===== config.mk =====
export PLATFORM = sky130hd
export DESIGN_NAME = iolm_top
export DESIGN_NICKNAME = d
export VERILOG_FILES = /design/src/rtl/iolm_pkg.sv /design/src/rtl/iolm_line_if.sv /design/src/rtl/iolm_line_filter.sv /design/src/rtl/iolm_top.sv
export SDC_FILE = /design/constraint.sdc
export NUM_CORES = 1
export LEC_CHECK = 0
export BUFFER_PORTS_ARGS = -buffer_cell sky130_fd_sc_hd__buf_2
export CELL_PAD_IN_SITES_DETAIL_PLACEMENT = 1
export CELL_PAD_IN_SITES_GLOBAL_PLACEMENT = 1
export CORE_MARGIN = 8
export CORE_UTILIZATION = 45
export DETAILED_ROUTE_END_ITERATION = 10
export PLACE_DENSITY_LB_ADDON = 0.1
export SYNTH_ARGS = -nofsm -noshare
export SYNTH_HDL_FRONTEND = slang
export SYNTH_SLANG_ARGS = --single-unit

===== constraint.sdc =====
create_clock -name sys_clk -period 2.8 [get_ports sys_clk]
set_input_delay 0.28 -clock sys_clk [delete_from_list [all_inputs] [get_ports sys_clk]]
set_output_delay 0.28 -clock sys_clk [all_outputs]
set_load 0.01 [all_outputs]

===== src/rtl/iolm_pkg.sv =====
package iolm_pkg;

  localparam int unsigned MAX_LINES = 32;

  // register window
  localparam logic [31:0] WIN_BASE_DEF = 32'hFFFA0000;
  localparam int unsigned WIN_BITS     = 14;

  // register offsets inside the window
  localparam logic [13:0] OFS_PER_SET  = 14'h0000;
  localparam logic [13:0] OFS_PER_CLR  = 14'h0004;
  localparam logic [13:0] OFS_PER_STAT = 14'h0008;
  localparam logic [13:0] OFS_OE_SET   = 14'h0010;
  localparam logic [13:0] OFS_OE_CLR   = 14'h0014;
  localparam logic [13:0] OFS_OE_STAT  = 14'h0018;
  localparam logic [13:0] OFS_FLT_SET  = 14'h0020;
  localparam logic [13:0] OFS_FLT_CLR  = 14'h0024;
  localparam logic [13:0] OFS_FLT_STAT = 14'h0028;
  localparam logic [13:0] OFS_OUT_SET  = 14'h0030;
  localparam logic [13:0] OFS_OUT_CLR  = 14'h0034;
  localparam logic [13:0] OFS_OUT_STAT = 14'h0038;
  localparam logic [13:0] OFS_PIN_LVL  = 14'h003C;
  localparam logic [13:0] OFS_MD_SET   = 14'h0040;
  localparam logic [13:0] OFS_MD_CLR   = 14'h0044;
  localparam logic [13:0] OFS_MD_STAT  = 14'h0048;
  localparam logic [13:0] OFS_PU_SET   = 14'h0050;
  localparam logic [13:0] OFS_PU_CLR   = 14'h0054;
  localparam logic [13:0] OFS_PU_STAT  = 14'h0058;
  localparam logic [13:0] OFS_SELB_SET = 14'h0060;
  localparam logic [13:0] OFS_SELB_CLR = 14'h0064;
  localparam logic [13:0] OFS_SELB_STAT= 14'h0068;
  localparam logic [13:0] OFS_SYNC_OUT = 14'h0070;
  localparam logic [13:0] OFS_SYNC_SET = 14'h0074;
  localparam logic [13:0] OFS_SYNC_CLR = 14'h0078;
  localparam logic [13:0] OFS_SYNC_STAT= 14'h007C;
  localparam logic [13:0] OFS_CHG_STAT = 14'h0080;
  localparam logic [13:0] OFS_IRQ_MASK = 14'h0084;

  // reset values
  localparam logic [31:0] RST_ZERO   = 32'h00000000;
  localparam logic [31:0] RST_PULLUP = 32'hFFFFFFFF;

  localparam logic [7:0] PERIPH_ID_DEF = 8'h02;
  localparam int unsigned SYNC_STAGES  = 2;

endpackage


===== src/rtl/iolm_line_if.sv =====
`timescale 1ns/1ps
interface iolm_line_if #(
  parameter int unsigned N = 32
);
  logic [N-1:0] raw;
  logic [N-1:0] filt_en;
  logic [N-1:0] level;
  logic [N-1:0] changed;

  modport filt (
    input  raw,
    input  filt_en,
    output level,
    output changed
  );
  modport ctrl (
    output raw,
    output filt_en,
    input  level,
    input  changed
  );
endinterface


===== src/rtl/iolm_line_filter.sv =====
`timescale 1ns/1ps
module iolm_line_filter #(
  parameter int unsigned N = 32
) (
  // clock and reset
  input wire logic   sys_clk,
  input wire logic   arst_n,
  // synchronised pin levels in, filtered levels out
  iolm_line_if.filt  lines
);

  logic [N-1:0] stage_reg;
  logic [N-1:0] level_reg;
  logic [N-1:0] level_next;
  logic [N-1:0] prev_reg;
  logic [1:0]   primed_reg;

  // a filtered line only moves once two samples agree; one-cycle spikes vanish
  always_comb begin
    level_next = (lines.filt_en & ((lines.raw ~^ stage_reg) & lines.raw))
               | (lines.filt_en & ~(lines.raw ~^ stage_reg) & level_reg)
               | (lines.filt_en & (lines.raw ~^ stage_reg) & ~lines.raw & {N{1'b0}})
               | (~lines.filt_en & lines.raw);
  end

  always_ff @(posedge sys_clk or negedge arst_n) begin
    if (!arst_n) begin
      stage_reg <= '0;
      level_reg <= '0;
      prev_reg  <= '0;
    end else begin
      stage_reg <= lines.raw;
      level_reg <= level_next;
      prev_reg  <= level_reg;
    end
  end

  // the pipe holds reset zeros at first; changes stay hidden until it is full
  always_ff @(posedge sys_clk or negedge arst_n) begin
    if (!arst_n) begin
      primed_reg <= 2'h0;
    end else if (primed_reg != 2'h3) begin
      primed_reg <= primed_reg + 2'h1;
    end
  end

  assign lines.level   = level_reg;
  assign lines.changed = (primed_reg == 2'h3) ? (level_reg ^ prev_reg) : '0;

endmodule


===== src/rtl/iolm_top.sv =====
`timescale 1ns/1ps
module iolm_top #(
  parameter int unsigned N            = iolm_pkg::MAX_LINES,
  parameter logic [31:0] BASE_ADDR    = iolm_pkg::WIN_BASE_DEF,
  parameter logic [31:0] RESET_PERIPH = iolm_pkg::RST_ZERO,
  parameter logic [31:0] DATA_BUS_MAP = iolm_pkg::RST_ZERO,
  parameter bit          HAS_PERIPH_B = 1'b1,
  parameter logic [7:0]  PERIPH_ID    = iolm_pkg::PERIPH_ID_DEF
) (
  // clock and reset
  input  wire logic         sys_clk,
  input  wire logic         arst_n,
  // wishbone slave
  input  wire logic         wb_cyc_i,
  input  wire logic         wb_stb_i,
  input  wire logic         wb_we_i,
  input  wire logic [31:0]  wb_adr_i,
  input  wire logic [3:0]   wb_sel_i,
  input  wire logic [31:0]  wb_dat_i,
  output logic [31:0]       wb_dat_o,
  output logic              wb_ack_o,
  // pins
  input  wire logic [N-1:0] pin_in,
  output logic [N-1:0]      pin_out,
  output logic [N-1:0]      pin_oe,
  output logic [N-1:0]      pin_pullup,
  // peripheral functions A and B
  input  wire logic [N-1:0] func_a_out,
  input  wire logic [N-1:0] func_a_oe,
  input  wire logic [N-1:0] func_b_out,
  input  wire logic [N-1:0] func_b_oe,
  output logic [N-1:0]      func_in,
  // system
  output logic              irq,
  output logic [7:0]        periph_id,
  output logic              wide_bus_ok
);

  //////////////////////////////////////////////////////////////////////////////
  // bus slave

  logic              ack_reg;
  logic [31:0]       rdata_reg;
  logic              req;
  logic              in_win;
  logic [13:0]       ofs;
  logic              wr_fire;
  logic              rd_fire;
  logic [N-1:0]      wbits;
  logic [31:0]       bytemask;
  logic [31:0]       rd_mux;

  assign req    = wb_cyc_i & wb_stb_i;
  assign in_win = (wb_adr_i[31:iolm_pkg::WIN_BITS] ==
                   BASE_ADDR[31:iolm_pkg::WIN_BITS]);
  assign ofs    = {wb_adr_i[13:2], 2'b00};

  // writes land on the ack edge, the same edge the master takes as done
  assign wr_fire = req & wb_we_i & ack_reg & in_win;
  assign rd_fire = req & ~wb_we_i & ack_reg & in_win;

  assign bytemask = {{8{wb_sel_i[3]}}, {8{wb_sel_i[2]}},
                     {8{wb_sel_i[1]}}, {8{wb_sel_i[0]}}};
  assign wbits    = wb_dat_i[N-1:0] & bytemask[N-1:0];

  always_ff @(posedge sys_clk or negedge arst_n) begin
    if (!arst_n) begin
      ack_reg <= 1'b0;
    end else begin
      ack_reg <= req & ~ack_reg;
    end
  end

  always_ff @(posedge sys_clk or negedge arst_n) begin
    if (!arst_n) begin
      rdata_reg <= iolm_pkg::RST_ZERO;
    end else if (req & ~ack_reg) begin
      rdata_reg <= in_win ? rd_mux : iolm_pkg::RST_ZERO;
    end
  end

  assign wb_ack_o = ack_reg;
  assign wb_dat_o = rdata_reg;

  //////////////////////////////////////////////////////////////////////////////
  // configuration registers

  logic [N-1:0] per_reg;
  logic [N-1:0] oe_reg;
  logic [N-1:0] flt_reg;
  logic [N-1:0] out_reg;
  logic [N-1:0] md_reg;
  logic [N-1:0] pu_reg;
  logic [N-1:0] selb_reg;
  logic [N-1:0] sync_reg;
  logic [N-1:0] chg_reg;
  logic [N-1:0] mask_reg;
  logic [N-1:0] pin_lvl;

  // one pair of offsets, a one in the data sets or clears, a zero keeps
  function automatic logic [N-1:0] set_clr(
    input logic [N-1:0] cur,
    input logic [13:0]  set_ofs,
    input logic [13:0]  clr_ofs,
    input logic         fire,
    input logic [13:0]  at,
    input logic [N-1:0] bits
  );
    logic [N-1:0] res;
    res = cur;
    if (fire && at == set_ofs) begin
      res = cur | bits;
    end else if (fire && at == clr_ofs) begin
      res = cur & ~bits;
    end
    return res;
  endfunction

  // memory-control lines leave reset in peripheral mode, others as inputs
  always_ff @(posedge sys_clk or negedge arst_n) begin
    if (!arst_n) begin
      per_reg <= RESET_PERIPH[N-1:0];
    end else begin
      per_reg <= set_clr(per_reg, iolm_pkg::OFS_PER_SET, iolm_pkg::OFS_PER_CLR,
                         wr_fire, ofs, wbits);
    end
  end

  always_ff @(posedge sys_clk or negedge arst_n) begin
    if (!arst_n) begin
      oe_reg <= iolm_pkg::RST_ZERO[N-1:0];
    end else begin
      oe_reg <= set_clr(oe_reg, iolm_pkg::OFS_OE_SET, iolm_pkg::OFS_OE_CLR,
                        wr_fire, ofs, wbits);
    end
  end

  always_ff @(posedge sys_clk or negedge arst_n) begin
    if (!arst_n) begin
      flt_reg <= iolm_pkg::RST_ZERO[N-1:0];
    end else begin
      flt_reg <= set_clr(flt_reg, iolm_pkg::OFS_FLT_SET, iolm_pkg::OFS_FLT_CLR,
                         wr_fire, ofs, wbits);
    end
  end

  always_ff @(posedge sys_clk or negedge arst_n) begin
    if (!arst_n) begin
      md_reg <= iolm_pkg::RST_ZERO[N-1:0];
    end else begin
      md_reg <= set_clr(md_reg, iolm_pkg::OFS_MD_SET, iolm_pkg::OFS_MD_CLR,
                        wr_fire, ofs, wbits);
    end
  end

  // pull-ups come out of reset enabled on every line
  always_ff @(posedge sys_clk or negedge arst_n) begin
    if (!arst_n) begin
      pu_reg <= iolm_pkg::RST_PULLUP[N-1:0];
    end else begin
      pu_reg <= set_clr(pu_reg, iolm_pkg::OFS_PU_SET, iolm_pkg::OFS_PU_CLR,
                        wr_fire, ofs, wbits);
    end
  end

  // without a B function the selection stays at A and reads back as zero
  always_ff @(posedge sys_clk or negedge arst_n) begin
    if (!arst_n) begin
      selb_reg <= iolm_pkg::RST_ZERO[N-1:0];
    end else if (HAS_PERIPH_B) begin
      selb_reg <= set_clr(selb_reg, iolm_pkg::OFS_SELB_SET,
                          iolm_pkg::OFS_SELB_CLR, wr_fire, ofs, wbits);
    end else begin
      selb_reg <= iolm_pkg::RST_ZERO[N-1:0];
    end
  end

  always_ff @(posedge sys_clk or negedge arst_n) begin
    if (!arst_n) begin
      sync_reg <= iolm_pkg::RST_ZERO[N-1:0];
    end else begin
      sync_reg <= set_clr(sync_reg, iolm_pkg::OFS_SYNC_SET,
                          iolm_pkg::OFS_SYNC_CLR, wr_fire, ofs, wbits);
    end
  end

  // the synchronous write moves every enabled line on one edge
  always_ff @(posedge sys_clk or negedge arst_n) begin
    if (!arst_n) begin
      out_reg <= iolm_pkg::RST_ZERO[N-1:0];
    end else if (wr_fire && ofs == iolm_pkg::OFS_SYNC_OUT) begin
      out_reg <= (out_reg & ~(sync_reg & bytemask[N-1:0]))
               | (wb_dat_i[N-1:0] & sync_reg & bytemask[N-1:0]);
    end else begin
      out_reg <= set_clr(out_reg, iolm_pkg::OFS_OUT_SET, iolm_pkg::OFS_OUT_CLR,
                         wr_fire, ofs, wbits);
    end
  end

  always_ff @(posedge sys_clk or negedge arst_n) begin
    if (!arst_n) begin
      mask_reg <= iolm_pkg::RST_ZERO[N-1:0];
    end else if (wr_fire && ofs == iolm_pkg::OFS_IRQ_MASK) begin
      mask_reg <= (mask_reg & ~bytemask[N-1:0]) | wbits;
    end
  end

  //////////////////////////////////////////////////////////////////////////////
  // pin input path

  logic [N-1:0] meta_reg;
  logic [N-1:0] sync2_reg;

  // first stage feeds only the second
  always_ff @(posedge sys_clk or negedge arst_n) begin
    if (!arst_n) begin
      meta_reg  <= iolm_pkg::RST_ZERO[N-1:0];
      sync2_reg <= iolm_pkg::RST_ZERO[N-1:0];
    end else begin
      meta_reg  <= pin_in;
      sync2_reg <= meta_reg;
    end
  end

  iolm_line_if #(.N(N)) lines_if ();

  assign lines_if.raw     = sync2_reg;
  assign lines_if.filt_en = flt_reg;

  iolm_line_filter #(
    .N (N)
  ) u_filter (
    .sys_clk (sys_clk),
    .arst_n  (arst_n),
    .lines   (lines_if.filt)
  );

  // pin level reads the unfiltered sampled pins, whatever the mode
  assign pin_lvl = sync2_reg;
  assign func_in = lines_if.level;

  //////////////////////////////////////////////////////////////////////////////
  // change status and interrupt

  logic [N-1:0] chg_clr;

  // a read of the status clears it; writing ones clears those bits too
  always_comb begin
    chg_clr = '0;
    if (rd_fire && ofs == iolm_pkg::OFS_CHG_STAT) begin
      chg_clr = rdata_reg[N-1:0];
    end else if (wr_fire && ofs == iolm_pkg::OFS_CHG_STAT) begin
      chg_clr = wbits;
    end
  end

  // new changes win over a clear in the same cycle
  always_ff @(posedge sys_clk or negedge arst_n) begin
    if (!arst_n) begin
      chg_reg <= iolm_pkg::RST_ZERO[N-1:0];
    end else begin
      chg_reg <= (chg_reg & ~chg_clr) | lines_if.changed;
    end
  end

  assign irq = |(chg_reg & mask_reg);

  //////////////////////////////////////////////////////////////////////////////
  // pin drive

  genvar gi;
  generate
    for (gi = 0; gi < N; gi++) begin : g_line
      logic drv_val;
      logic drv_en;

      always_comb begin
        if (per_reg[gi]) begin
          drv_val = selb_reg[gi] ? func_b_out[gi] : func_a_out[gi];
          drv_en  = selb_reg[gi] ? func_b_oe[gi]  : func_a_oe[gi];
        end else begin
          drv_val = out_reg[gi];
          drv_en  = oe_reg[gi];
        end
      end

      // open drain pulls low only; a high is left to the pull-up
      assign pin_out[gi]    = md_reg[gi] ? 1'b0 : drv_val;
      assign pin_oe[gi]     = md_reg[gi] ? (drv_en & ~drv_val) : drv_en;
      assign pin_pullup[gi] = pu_reg[gi];
    end
  endgenerate

  //////////////////////////////////////////////////////////////////////////////
  // read mux and system outputs

  always_comb begin
    rd_mux = iolm_pkg::RST_ZERO;
    case (ofs)
      iolm_pkg::OFS_PER_STAT:  rd_mux[N-1:0] = per_reg;
      iolm_pkg::OFS_OE_STAT:   rd_mux[N-1:0] = oe_reg;
      iolm_pkg::OFS_FLT_STAT:  rd_mux[N-1:0] = flt_reg;
      iolm_pkg::OFS_OUT_STAT:  rd_mux[N-1:0] = out_reg;
      iolm_pkg::OFS_PIN_LVL:   rd_mux[N-1:0] = pin_lvl;
      iolm_pkg::OFS_MD_STAT:   rd_mux[N-1:0] = md_reg;
      iolm_pkg::OFS_PU_STAT:   rd_mux[N-1:0] = pu_reg;
      iolm_pkg::OFS_SELB_STAT: rd_mux[N-1:0] = selb_reg;
      iolm_pkg::OFS_SYNC_STAT: rd_mux[N-1:0] = sync_reg;
      iolm_pkg::OFS_CHG_STAT:  rd_mux[N-1:0] = chg_reg;
      iolm_pkg::OFS_IRQ_MASK:  rd_mux[N-1:0] = mask_reg;
      default:                 rd_mux = iolm_pkg::RST_ZERO;
    endcase
  end

  assign periph_id = PERIPH_ID;

  // any data-bus line handed to gpio takes the upper half of the memory bus
  assign wide_bus_ok = &(per_reg | ~DATA_BUS_MAP[N-1:0]);

endmodule


==> key figures <==
Status
  – Outcome: completed

Global routing
  – GRT Util Overall: 0.339
  – Remaining global-route overflow: 0
  – First-pass GRT wire length: 173000 um
  – Vias in the first global route: 26700
  – Antenna violations before repair: 2
  – Largest net degree at the start of global routing: 73

Timing
  – Worst Clk Skew: 0.0145 ns
  – Final hold vios: 0
  – Final Max Tran Viols: 0
  – Period utilization: 0.978
  – Max-Slew Margin vs Limit: 0.181
  – Setup TNS: 0 ns
  – Fmax: 365 MHz
  – Worst hold margin: 0.0203 ns
  – Worst slew pin tran: 1.23 ns
  – Unrepaired setup endpoints after global routing: false
  – Final min period: 2.74 ns
  – Final setup fails: 0

Worst setup path
  – R2r worst-path depth: 6
  – Critical setup path kind: reg -> out
  – Worst setup EP type: output pin
  – R2R Path Start: wb_ack_o
  – CP required: 2.52 ns
  – CP arrival: 2.46 ns
  – Largest fanout on the critical path: 3
  – Critical path startpoint category: register
  – Worst reg2reg setup slack: 0.37 ns

Logic synthesis
  – Sequential area share after synthesis: 0.490
  – Most frequently used flop master after synthesis: dfrtp_1
  – FFs w/ async S/R, synth: 1.00
  – Mapped Area: 26400 sq um
  – Syn Inst Count: 2490
  – Flops & latches, synth: 515
  – Mean Syn Cell Area: 10.6 sq um
  – Yosys Warn Count: 0
  – Synth cell types: 59
  – Most frequent cells after synthesis: dfrtp_1 (483), o31ai_1 (298), nand2_1 (201)
  – Most frequent cell after synthesis: dfrtp_1
  – Synth top area share: 0.458
  – Synth top area cells: dfrtp_1 (46%), o31ai_1 (8.5%), mux2_2 (6.4%)
  – Post-synth EDFFs: 0
  – Area leader, netlist: dfrtp_1

Power and ir drop
  – Leak pwr: 14.3 nW
  – Total power: 0.0172 W
  – Peak supply drop: 0.000454 V
  – PwrDens: 527 nW/um^2

Clock network
  – Root Buffer Master: clkbuf_16
  – Max clock buf depth: 3
  – Clock tree sinks: 515
  – Total CTS buffers: 57
  – Worst-skew pair later-pin latency: 0.62 ns
  – CTS tree: built
  – Worst-path clk slew: 0.06 ns
  – Htree depth: 2
  – Setup repair bufs after CTS: 0

Min path
  – Hold Crit Start: wb_dat_i[24]
  – Hold path depth: 2
  – HP Class: in -> reg

Placed design
  – Gp weighted congestion: 0.939
  – Post-DP HPWL: 80700 um
  – IO Port Bufs: 392
  – Placed Area: 30000 sq um

Floorplanning
  – Row count: 88
  – Die area: 66600 sq um
  – Initial Util: 0.456
  – CORE AREA: 57800 sq um
  – Die width: 258 um
  – # IOs: 404
  – Height of the die: 258 um

Layout
  – Layout cells sized above 1: 0.294
  – Layout Utilization: 0.563
  – Design Area, Final: 32500 sq um
  – Nets: 3217
  – Layout area overhead: 23.3%

Detailed routing
  – Post-Route WL: 116000 um
  – DRC Markers: 0
  – Initial DRC count: 2494
  – First-pass iteration count of the detailed router: 6
  – Routed vias/inst: 6.63
  – DRT antenna net count: 0
  – Routed wire per std cell: 30.9 um
  – Via count: 25000

Flow run
  – Max-Cap Viols: 0
-- through the flow --
step | worst slack, ns | std cells
3_5_place_dp | -0.366 | 3603
2_1_floorplan | -0.0114 | 2497
5_1_grt | 0.00545 | 3766
4_1_cts | 0.0150 | 3765
3_3_place_gp | -0.303 | 3603
6_report | 0.0622 | 3766
-- worst max path at each step --
stage | start | endpoint | cells after the start
2_1_floorplan | wb_adr_i[15] | register | 7
3_3_place_gp | wb_adr_i[15] | register | 7
3_5_place_dp | wb_adr_i[15] | register | 8
4_1_cts | register | irq | 5
5_1_grt | register | irq | 5
6_report | register | irq | 5
-- power breakdown --
part | internal (W) | switching, W
registers | 0.00756 | 0.0000891
clock network | 0.00484 | 0.00319
logic | 0.000473 | 0.000995
-- routing by layer --
layer	GRT usage	routed length, um
met5	0	10
met4	0.179	6560
met3	0.0763	10000
met2	0.545	54600
met1	0.426	45100
-- cells in the final DEF (no fill, tap or decap), drive strengths merged, types with 13 or more instances in the layout --
cell type,n
a221oi,52
buf,557
dfstp,32
a22oi,29
mux2,150
a32oi,18
clkbuf,88
dlygate4sd3,54
nor2,123
o22ai,47
a21oi,168
o21ai,79
nand3,17
ha,33
o41ai,96
a31oi,33
mux2i,147
nor2b,69
nor3,30
o221a,17
o31ai,298
nand2,201
dfrtp,483
and2,13
xor2,33
nand4,17
-- worst max-delay path, stage by stage (launching register included) --
cell      delay [ns]
dfrtp_1         0.39
a22o_1          0.30
a221oi_2        0.24
nand3_1         0.17
or4_4           0.57
buf_2           0.16
-- cells by family (layout without fill, tap and decap cells) --
group | Yosys count | in the layout | synth area share
compound gates | 868 | 868 | 0.231
xor+xnor | 34 | 34 | 0.0113
fa+ha+maj | 33 | 33 | 0.0156
buf+inv | 220 | 723 | 0.0342
flops | 515 | 515 | 0.490
mux | 305 | 305 | 0.127
other cells | 2 | 10 | 0.000285
simple gates | 513 | 513 | 0.0911
-- layout make-up --
cell class / instances / area (sq um)
repair buffers: 612 / 4010
well taps: 765 / 957
inverters: 3 / 11.3
fillers: 6358 / 25300
clock buffers: 87 / 1710
flip-flops and latches: 515 / 12900
multi-input cells: 1762 / 12600
diodes: 1 / 2.50
clock inverters: 21 / 287
-- timing repair --
item                                   CTS  global route
pin swaps                                0             1
resized for setup                        2             0
hold buffers                            54             0
endpoints found under the hold margin  106             0
setup endpoints to repair                1             1
(Power assumes the default switching activity.)
